**src/hw/pdc_params.svh**
```systemverilog
/*
 Frame bit count, field positions and reset values for the divider/delay configuration word.
 Assumes inclusion by pdc_pkg.sv and the top module only.
*/
`ifndef PDC_PARAMS_SVH
`define PDC_PARAMS_SVH
`define PDC_WORD_BITS 32
`define PDC_FRAME_COUNT 6'h20
`define PDC_SEL_LSB 0
`define PDC_SEL_WORD0 2'h0
`define PDC_PREDIV_LSB 2
`define PDC_PREDIV_MSB 11
`define PDC_FBDIV_LSB 12
`define PDC_FBDIV_MSB 23
`define PDC_REFDLY_LSB 24
`define PDC_REFDLY_MSB 26
`define PDC_FBDLY_LSB 27
`define PDC_FBDLY_MSB 29
`define PDC_AUTO_BIT 30
`define PDC_DETDIS_BIT 31
`define PDC_PREDIV_RST 10'h07F
`define PDC_FBDIV_RST 12'h07F
`define PDC_DLY_RST 3'h0
`define PDC_WORD0_RST 32'h0007F1FC
`endif

```
**src/hw/pdc_pkg.sv**
```systemverilog
/*
 Types for the divider/delay configuration word.
 Assumes pdc_params.svh is on the include path.
*/
`include "pdc_params.svh"
package pdc_pkg;
    // field layout of word zero, msb first
    typedef struct packed {
        logic ref_freq_detect_disable;
        logic ref_select_auto;
        logic [2:0] fb_phase_delay;
        logic [2:0] ref_phase_delay;
        logic [11:0] fb_div;
        logic [9:0] ref_prediv;
        logic [1:0] word_select;
    } pdc_word0_type;
    typedef enum logic [0:0] {
        PDC_IDLE,
        PDC_SHIFT
    } pdc_state_type;
endpackage : pdc_pkg

```
**src/hw/pdc_config_word.sv**
```systemverilog
/*
 Serial write-only configuration word zero: shift register, latch on the
 rising edge of the latch line, and reference status gating.
 Assumes the serial host and the reference monitor are asynchronous to mclk_i;
 all three serial lines and the monitor flag are resynchronised here.
 Limitation: the serial clock must hold each level for at least three mclk_i
 cycles, because its edges are found by sampling; the latch line likewise.
 Power-down is a level: a frame that ends while it is low is lost.
 Over-long frames keep their last 32 bits; short frames are dropped.
*/
`timescale 1ns/10ps
`include "pdc_params.svh"
module pdc_config_word
    import pdc_pkg::*;
(
    input wire logic mclk_i, // 200 MHz system clock
    input wire logic sys_rst_i, // async reset, active high
    input wire logic cfg_clk_i, // serial clock from host
    input wire logic cfg_data_i, // serial data from host
    input wire logic cfg_latch_enable_i, // low frames a word
    input wire logic power_down_n_i, // low restores defaults
    input wire logic ref_valid_i, // reference monitor: clock above 2 MHz
    output pdc_word0_type word0_o, // latched word zero fields
    output logic ref_status_o // reference status pin
);
    logic [2:0] clk_sync_q;
    logic [1:0] data_sync_q;
    logic [2:0] le_sync_q;
    logic [1:0] pd_sync_q;
    logic [1:0] valid_sync_q;
    logic [`PDC_WORD_BITS-1:0] shift_q;
    logic [5:0] count_q;
    pdc_state_type state_q;
    pdc_word0_type word0_q;
    logic ref_status_q;
    logic clk_rise;
    logic le_fall;
    logic le_rise;

    // two-flop resync; edge detect uses stages two and three only
    always_ff @(posedge mclk_i or posedge sys_rst_i) begin
        if (sys_rst_i) begin
            clk_sync_q <= 3'h0;
            data_sync_q <= 2'h0;
            le_sync_q <= 3'h7;
            pd_sync_q <= 2'h0;
            valid_sync_q <= 2'h0;
        end else begin
            clk_sync_q <= {clk_sync_q[1:0], cfg_clk_i};
            data_sync_q <= {data_sync_q[0], cfg_data_i};
            le_sync_q <= {le_sync_q[1:0], cfg_latch_enable_i};
            pd_sync_q <= {pd_sync_q[0], power_down_n_i};
            valid_sync_q <= {valid_sync_q[0], ref_valid_i};
        end
    end

    // edges from settled stages only; stage three just holds history
    assign clk_rise = clk_sync_q[1] & ~clk_sync_q[2];
    assign le_fall = ~le_sync_q[1] & le_sync_q[2];
    assign le_rise = le_sync_q[1] & ~le_sync_q[2];

    // framing: shifting only while latch is low
    always_ff @(posedge mclk_i or posedge sys_rst_i) begin
        if (sys_rst_i) begin
            state_q <= PDC_IDLE;
        end else begin
            case (state_q)
                PDC_IDLE: begin
                    if (le_fall) begin
                        state_q <= PDC_SHIFT;
                    end
                end
                PDC_SHIFT: begin
                    if (le_rise) begin
                        state_q <= PDC_IDLE;
                    end
                end
                default: begin
                    state_q <= PDC_IDLE;
                end
            endcase
        end
    end

    // msb first shift; count saturates so over-long frames keep last 32 bits
    always_ff @(posedge mclk_i or posedge sys_rst_i) begin
        if (sys_rst_i) begin
            shift_q <= 32'h0;
            count_q <= 6'h0;
        end else if (state_q == PDC_IDLE && le_fall) begin
            count_q <= 6'h0;
        end else if (state_q == PDC_SHIFT && clk_rise && !le_sync_q[1]) begin
            shift_q <= {shift_q[`PDC_WORD_BITS-2:0], data_sync_q[1]};
            if (count_q != `PDC_FRAME_COUNT) begin
                count_q <= count_q + 6'h01;
            end
        end
    end

    // word zero register; short frames are discarded as a guard
    always_ff @(posedge mclk_i or posedge sys_rst_i) begin
        if (sys_rst_i) begin
            word0_q <= pdc_word0_type'(`PDC_WORD0_RST);
        end else if (!pd_sync_q[1]) begin
            word0_q <= pdc_word0_type'(`PDC_WORD0_RST);
        end else if (state_q == PDC_SHIFT && le_rise && count_q == `PDC_FRAME_COUNT &&
                     shift_q[`PDC_SEL_LSB+1:`PDC_SEL_LSB] == `PDC_SEL_WORD0) begin
            word0_q <= pdc_word0_type'(shift_q);
        end
    end

    // status pin: forced high when detection is off
    always_ff @(posedge mclk_i or posedge sys_rst_i) begin
        if (sys_rst_i) begin
            ref_status_q <= 1'h0;
        end else if (word0_q.ref_freq_detect_disable) begin
            ref_status_q <= 1'h1;
        end else begin
            ref_status_q <= valid_sync_q[1];
        end
    end

    // outputs straight from their registers
    assign word0_o = word0_q;
    assign ref_status_o = ref_status_q;
endmodule : pdc_config_word

```
**config.mk**
```make
export PLATFORM = sky130hd
export DESIGN_NAME = pdc_config_word
export DESIGN_NICKNAME = d
export VERILOG_FILES = /design/src/hw/pdc_pkg.sv /design/src/hw/pdc_config_word.sv
export VERILOG_INCLUDE_DIRS = /design/src /design/src/hw
export SDC_FILE = /design/constraint.sdc
export NUM_CORES = 1
export LEC_CHECK = 0
export BUFFER_PORTS_ARGS = -buffer_cell sky130_fd_sc_hd__buf_2
export CAP_MARGIN = 20
export CORE_ASPECT_RATIO = 1.75
export CORE_MARGIN = 1.5
export CORE_UTILIZATION = 58
export DETAILED_ROUTE_END_ITERATION = 12
export GPL_ROUTABILITY_DRIVEN = 1
export HOLD_SLACK_MARGIN = 0.05
export PLACE_DENSITY = 0.79
export SLEW_MARGIN = 20
export SYNTH_ARGS = -nofsm -noshare
export SYNTH_HDL_FRONTEND = slang
export SYNTH_SLANG_ARGS = --single-unit
```
**constraint.sdc**
```tcl
create_clock -name mclk_i -period 5.24 [get_ports mclk_i]
set_input_delay 1.572 -clock mclk_i [delete_from_list [all_inputs] [get_ports mclk_i]]
set_output_delay 1.572 -clock mclk_i [all_outputs]
set_load 0.02 [all_outputs]
```
=== Word level (Yosys, flattened, before mapping) ===
Cells that the tools add are included.

* Register bits: 84
* Bits of input ports: 7
* Output and inout bits: 33
* Word-level logic and storage cells: 49

* $add $sub $neg: 1
* Eq/ne operators: 3
* Mux-type cells: 9
* Bitwise operators: 8
* Reductions and logical operators: 12

{| class="wikitable"
|+ Operators by type and width
! cell !! count
|-
| 32-bit 2-to-1 mux || 2
|-
| 6-bit 2-to-1 mux || 3
|-
| 6-bit by 1-bit adder with 6-bit output, second input constant || 1
|-
| 6-bit == test, second input constant || 1
|-
| 1-bit logical AND || 6
|-
| 6-bit inequality test, second input constant || 1
|-
| 1-bit NOT || 5
|-
| 2-bit AND reduction || 2
|-
| 2-bit nonzero test || 2
|-
| 1-bit bitwise AND || 3
|-
| 1-bit 2-to-1 mux || 3
|-
| 2-bit logical NOT || 1
|-
| 2-bit by 1-bit inequality test with 1-bit output, second input constant || 1
|-
| 1-bit case mux with 2 select lines || 1
|-
| 1-bit logical NOT || 1
|}

=== Longest topological paths before layout ===
Gate-level depths: netlist (run 1).

* Depth in word-level cells: 7
* Gate-level depth with buffers: 7
* Mapped depth without buffers: 5

=== Least setup slack after synthesis (run 1) ===
OpenSTA, ideal clock, no wires.

* Path kind: reg2out
* Start point: reg word0_q, in the netlist word0_o[12]
* End point: out word0_o[12] in the netlist's numbering
* Data arrival time: 563 ps
* Data required time: 3,668 ps
* Setup slack: 3,105 ps
* Stages on the path, launching flop included: 1
* Buffers on the path: 0
* Path through: dfstp_2

{| class="wikitable"
|+ RTL lines
! what !! line !! source
|-
| start, declared || pdc_config_word.sv:34 || <nowiki>pdc_word0_type word0_q;</nowiki>
|-
| start signal, assigned || pdc_config_word.sv:103 || <nowiki>word0_q <= pdc_word0_type'(`PDC_WORD0_RST);</nowiki>
|-
| start signal, assigned || pdc_config_word.sv:105 || <nowiki>word0_q <= pdc_word0_type'(`PDC_WORD0_RST);</nowiki>
|-
| start signal, assigned || pdc_config_word.sv:108 || <nowiki>word0_q <= pdc_word0_type'(shift_q);</nowiki>
|-
| end, declared || pdc_config_word.sv:23 || <nowiki>output pdc_word0_type word0_o,</nowiki>
|}

No word-level cell between the ends.

=== Worst setup path after layout (run 1) ===
* Start point: reg word0_q, in the netlist word0_o[7]
* End point: out word0_o[7] in the netlist's numbering

No word-level cell between the ends.

==> results of run 1 <==
==> cells in the final DEF (no fill, tap or decap), types with 2 or more instances in the layout <==
cell / instances
nand2_1: 133
dfrtp_1: 67
buf_2: 39
mux2i_1: 33
nor2b_1: 28
dfstp_2: 17
clkbuf_8: 10
inv_1: 5
buf_4: 4
and3b_2: 2
a21boi_1: 2
clkinv_2: 2
ha_1: 2
bufinv_16: 2
clkbuf_1: 2
==> cell type report <==
class,instances,area share
clock buffers,12,0.0369
clock inverters,4,0.0185
inverters,6,0.00605
multi-input cells,218,0.316
flip-flops and latches,84,0.540
well taps,78,0.0248
repair buffers,43,0.0573
==> kinds of logic (layout without fill, tap and decap cells) <==
| family | after synthesis | after routing |
|---|---|---|
| multiplexers | 33 | 33 |
| AO/OA/AOI/OAI | 6 | 6 |
| buffers and inverters | 26 | 65 |
| flip-flops | 84 | 84 |
| adder cells (fa/ha/maj) | 3 | 3 |
| AND/OR/NAND/NOR | 176 | 176 |
==> state kept, by name, indices dropped and copies added (netlist names) <==
register	count
shift_q	32
word0_o	32
count_q	6
clk_sync_q	3
le_sync_q	3
data_sync_q	2
pd_sync_q	2
valid_sync_q	2
ref_status_o	1
state_q	1
==> worst max-delay path by stage <==
stage                                  from                      end
floorplan                         sys_rst_i  clk_sync_q[0]$_DFF_PP0_
global placement                  sys_rst_i   word0_o[4]$_DFFE_PP1P_
detailed placement                sys_rst_i  word0_o[14]$_DFFE_PP1P_
CTS                  word0_o[7]$_DFFE_PP1P_               word0_o[7]
global route        word0_o[18]$_DFFE_PP1P_              word0_o[18]
finish               word0_o[7]$_DFFE_PP1P_               word0_o[7]
==> worst reg2reg max path: stages (launching register included) <==
cell and delay (ns):
dfrtp_1 0.41, nand4bb_1 0.62, or4_1 0.69, a21boi_1 0.15
==> where the power goes <==
group	internal [mW]	switching [mW]
clock	0.281	0.217
combinational	0.0231	0.0379
sequential	0.669	0.0188
total	0.973	0.274
==> per-layer routing <==
metal  share of wire  GRT usage
met2            0.52      0.323
met4           0.024      0.112
met1            0.43      0.235
met3           0.022     0.0414
met5               0          0
==> impl_metrics.ini, run 1 <==
[synthesis]
synth_compound_area_frac = 0.0128
synth_top_area_share = 0.477
synth-seq-cells = 84
yosysWarningCount = 0
post_synth_num_cell_types = 32
yosys.area_share.xor_xnor = 0
syn_area_per_cell_um2 = 10.7
syn_inst = 328
yosysSeqAreaShare = 0.605
syn_area_mm2 = 0.00351
synth_edf_count = 0
synthTopCellsByArea = dfrtp_1 48%, nand2_1 14%, dfstp_2 13%
synth_ff_type = dfrtp_1
yosysMostFrequentCell = nand2_1
synth_nets = 337
synthAdderAreaFrac = 0.00998
synthArstFlopShare = 1.00
synth.largest_area_cell = dfrtp_1
synth_mux_area_frac = 0.0941
synth_top_family_by_area = simple AND/OR/NAND/NOR gates
synth-simple-area-share = 0.233
synth_common_cells = 133 x nand2_1, 67 x dfrtp_1, 33 x mux2i_1

[timing]
slew_headroom = 0.441
setup-violations-final = 0
holdWs_ns = 0.350
timing.clock.skew_ns = 0.00685
rsz0062_at_grt = no
slew_viol_final = 0
period_needed_ns = 2.62
timing.final.ws_setup_ns = 2.62
hold_viol_final = 0
tightest_slew_ns = 0.837
tns_ns = 0
min_period_over_period = 0.500
fmax_ghz = 0.382

[setup_path]
ff2ff_setup_slack_ns = 3.32
worstPathArrival_ns = 1.05
r2r_cells = 3
worstSetupStartpointType = flop
worst_ep_required_time_ns = 3.67
path_cells = buf_2
critPathBufInv = 1
critPathCaptureType = output port
cpMaxStageDelayCell = dfstp_2
critPathMaxStageDelay_ns = 0.54
crit_fanout = 2
r2r_end = count_q[5]$_DFFE_PP0P_
r2r_start = clk_sync_q[2]$_DFF_PP0_
cp_top_family = flip-flops
crit_type = flop to output port
worstSetupPathDepth = 1

[place]
hpwl_um = 3660
pre_cts_slack_ns = 2.48
port_buffers = 39
gp_congestion = 0.765
placedCellCount = 429
dpl-instance-area_mm2 = 0.00371

[die]
die_y_um = 106
rows = 37
io_pins = 40
dieArea_mm2 = 0.00655
initial_core_util = 0.597
die-width_um = 61.8
fp.coreArea_mm2 = 0.00588

[power]
p_leak_nw = 1.89
powerDensity_mw_per_mm2 = 317
ir_drop_v = 0.000210
p_total_mw = 1.25

[hold_path]
hp-class = flop to flop
whs_path_depth = 0
hold_start = clk_sync_q[0]$_DFF_PP0_
worst_hold_path.endpoint = clk_sync_q[1]$_DFF_PP0_

[final_layout]
regArea_mm2 = 0.00212
insertedDiodeCount = 0
drive_gt1_frac = 0.223
post-route-util = 0.669
stdcell_count = 445
multi_input_area_mm2 = 0.00124
area_growth_syn_to_layout_pct = 11.9
nFillCells = 476
postLayoutCellArea_mm2 = 0.00393
nets = 371

[clock_network]
htree_num_levels = 3
clk_latency_ns = 0.35
cts_tree = built
cts_buffer_depth = 2
cts_resized = 0
numCtsBuffers = 9
cts_sinks = 84
root_buffer = clkbuf_8
clk_pin_slew_worst_paths_ns = 0.07
postCtsSetupBuffers = 0
cts_hold_buf = 0

[route]
wl_um = 5680
antenna_left = 0
dr.pass1.iters = 4
vias = 2298
routedWlPerCell_um = 12.8
drc = 0
avgViaCountPerCell = 5.16
drt-initial-drc-count = 120

[grt]
antenna_found_initial = 0
grt_max_degree = 63
grt_use_total = 0.199
grt_pass1_vias = 2249
overflow = 0
grt_pass1_wl_um = 9680

[run]
cap_violations = 0

[status]
status = complete, no violations
(Power assumes the default switching activity.)
==> inputs of run 2 (changes only) <==
--- a/config.mk
+++ b/config.mk
@@ -6,15 +6,16 @@
 export SDC_FILE = /design/constraint.sdc
 export NUM_CORES = 1
 export LEC_CHECK = 0
+export ABC_AREA = 1
 export BUFFER_PORTS_ARGS = -buffer_cell sky130_fd_sc_hd__buf_2
 export CAP_MARGIN = 20
 export CORE_ASPECT_RATIO = 1.75
 export CORE_MARGIN = 1.5
-export CORE_UTILIZATION = 58
+export CORE_UTILIZATION = 57
 export DETAILED_ROUTE_END_ITERATION = 12
 export GPL_ROUTABILITY_DRIVEN = 1
 export HOLD_SLACK_MARGIN = 0.05
-export PLACE_DENSITY = 0.79
+export PLACE_DENSITY = 0.78
 export SLEW_MARGIN = 20
 export SYNTH_ARGS = -nofsm -noshare
 export SYNTH_HDL_FRONTEND = slang
==> constraint.sdc (replaced) <==
create_clock -name mclk_i -period 2.45 [get_ports mclk_i]
set_input_delay 0.735 -clock mclk_i [delete_from_list [all_inputs] [get_ports mclk_i]]
set_output_delay 0.735 -clock mclk_i [all_outputs]
set_load 0.02 [all_outputs]
==> run 2 against run 1 <==
  * Sequential power grew 120%
  * First-iteration DRC count rose by 25%
  * Count of clock-buffer cells in the layout down 1
  * Design area down 2.0%
  * Clock skew is 0.0012 ns lower
  * Final cell count rose by 4.9%
  * Wire length is 1.9% higher
  * Via count is 3.7% higher
  * Global-route usage rose by 0.17 points
  * Combinational power rose to 4.4 times the previous value
  * Register-to-register slack worse by 2.5 ns
==> impl_metrics.ini, run 2 <==
[clock_network]
cts_tree = built
cts_resized = 0
postCtsSetupBuffers = 0
clk_latency_ns = 0.34
cts_sinks = 84
cts_hold_buf = 0
root_buffer = clkbuf_8
numCtsBuffers = 9
cts_buffer_depth = 2
clk_pin_slew_worst_paths_ns = 0.08
htree_num_levels = 3

[synthesis]
synth_nets = 356
post_synth_num_cell_types = 26
synth_ff_type = dfrtp_1
syn_inst = 347
synthArstFlopShare = 1.00
synth-seq-cells = 84
synthTopCellsByArea = dfrtp_1 50%, dfstp_2 13%, nand2_1 10%
yosysSeqAreaShare = 0.629
synth_edf_count = 0
synth_top_area_share = 0.496
syn_area_per_cell_um2 = 9.74
yosysWarningCount = 0
syn_area_mm2 = 0.00338
synth.largest_area_cell = dfrtp_1
yosysMostFrequentCell = nand2_1
synth_common_cells = 94 x nand2_1, 67 x dfrtp_1, 43 x inv_1

[grt]
overflow = 0
grt_use_total = 0.201
grt_pass1_wl_um = 9720
antenna_found_initial = 0
grt_pass1_vias = 2327
grt_max_degree = 47

[power]
ir_drop_v = 0.000465
p_sw_mw = 0.694
p_leak_nw = 1.90
clockPowerShare = 0.329
power_frac_seq = 0.571
p_total_mw = 2.68
swShare = 0.259
p_int_mw = 1.99
combPwrFrac = 0.100
powerDensity_mw_per_mm2 = 696

[final_layout]
postLayoutCellArea_mm2 = 0.00385
nets = 396
insertedDiodeCount = 0
layout_common_cells = 94 x nand2_1, 67 x dfrtp_1, 42 x inv_1
drive_gt1_frac = 0.253
area_growth_syn_to_layout_pct = 14.0
stdcell_count = 467
final_common_cell = nand2_1

[status]
status = complete, no violations

[die]
dieArea_mm2 = 0.00642
die_y_um = 105
fp.coreArea_mm2 = 0.00563
io_pins = 40
rows = 36
die-width_um = 61.2
initial_core_util = 0.600

[timing]
tightest_slew_ns = 0.715
min_period_over_period = 0.727
fmax_ghz = 0.562
slew_viol_final = 0
hold_viol_final = 0
tns_ns = 0
rsz0062_at_grt = no
slew_headroom = 0.523
timing.clock.skew_ns = 0.00566
period_needed_ns = 1.78
setup-violations-final = 0

[route]
wl_um = 5790
dr.pass1.iters = 4
drc = 0
avgViaCountPerCell = 5.10
drt-initial-drc-count = 150
vias = 2384
routedWlPerCell_um = 12.4
antenna_left = 0

[place]
hpwl_um = 3960
port_buffers = 39
gp_congestion = 0.779
placedCellCount = 452
dpl-instance-area_mm2 = 0.00368

[setup_path]
worstSetupStartpointType = flop
critPathBufInv = 1
critPathMaxStageDelay_ns = 0.54
critPathCaptureType = output port
cpMaxStageDelayCell = dfstp_2
crit_type = flop to output port
crit_fanout = 2
cp_top_family = flip-flops
worst_ep_required_time_ns = 1.71
path_cells = buf_2
worstPathArrival_ns = 1.05

[hold_path]
hp-class = flop to flop

[run]
cap_violations = 0
==> run 2: changes by cell type in the layout (fill, tap and decap cells not counted), sizes merged, moves of 3 or more <==
cell	before	now
buf	43	46
nor2b	28	0
nor2	0	9
inv	5	43
nand2	133	97
o21ai	1	47
mux2i	33	0
nand3	1	41
==> run 2: logic make-up (layout without fill, tap and decap cells) <==
| family | Yosys count | count (layout) | share of synthesized area |
|---|---|---|---|
| compound gates | 48 | 48 | 0.0800 |
| simple gates | 150 | 150 | 0.203 |
| buf+inv | 61 | 105 | 0.0759 |
| xor+xnor | 2 | 2 | 0.00519 |
| fa+ha+maj | 2 | 2 | 0.00741 |
| flops | 84 | 84 | 0.629 |
==> run 2: path summary, 6_finish.rpt <==
path                                              start                       to  slack, ns  cells after the start
worst max-delay path            word0_o[13]$_DFFE_PP1P_              word0_o[13]       0.67                      1
worst min-delay path             pd_sync_q[0]$_DFF_PP0_   pd_sync_q[1]$_DFF_PP0_       0.35                      0
worst max register to register   count_q[0]$_DFFE_PP0P_  word0_o[18]$_DFFE_PP1P_       0.78                      8
worst min register to register   pd_sync_q[0]$_DFF_PP0_   pd_sync_q[1]$_DFF_PP0_       0.35                      0
max in group asynchronous                     sys_rst_i   le_sync_q[0]$_DFF_PP1_       1.36                      3
min in group asynchronous                     sys_rst_i  shift_q[18]$_DFFE_PP0P_       0.50                      2
==> run 2: per-layer routing <==
metal  global-route usage  share of wire
met1                0.223           0.41
met3               0.0421          0.030
met5                    0              0
met4               0.0978          0.028
met2                0.345           0.53
==> run 2: stage by stage <==
step	util	hold WS, ns	setup WS (ns)
global placement	0.653	0.333	0.899
floorplan	-	0.331	0.763
finish	0.684	0.351	0.669
global route	0.684	0.361	0.634
CTS	0.684	0.354	0.653
detailed placement	0.653	0.336	0.812
==> run 2: layout make-up <==
| cell class | instances | area (µm²) |
|---|---|---|
| sequential | 84 | 2120 |
| fill | 440 | 1780 |
| multi-input combinational | 202 | 1000 |
| timing repair buffer | 46 | 285 |
| inverter | 44 | 169 |
| clock buffer | 11 | 151 |
| tap | 76 | 95.1 |
| clock inverter | 4 | 25.0 |
==> run 2: power groups by stage <==
stage | clock network [mW] | registers (mW) | logic (mW)
floorplan | 0 | 1.58 | 0.155
global placement | 0 | 1.55 | 0.263
detailed placement | 0 | 1.56 | 0.271
CTS | 0.906 | 1.53 | 0.274
global route | 0.958 | 1.54 | 0.303
finish | 0.884 | 1.53 | 0.267
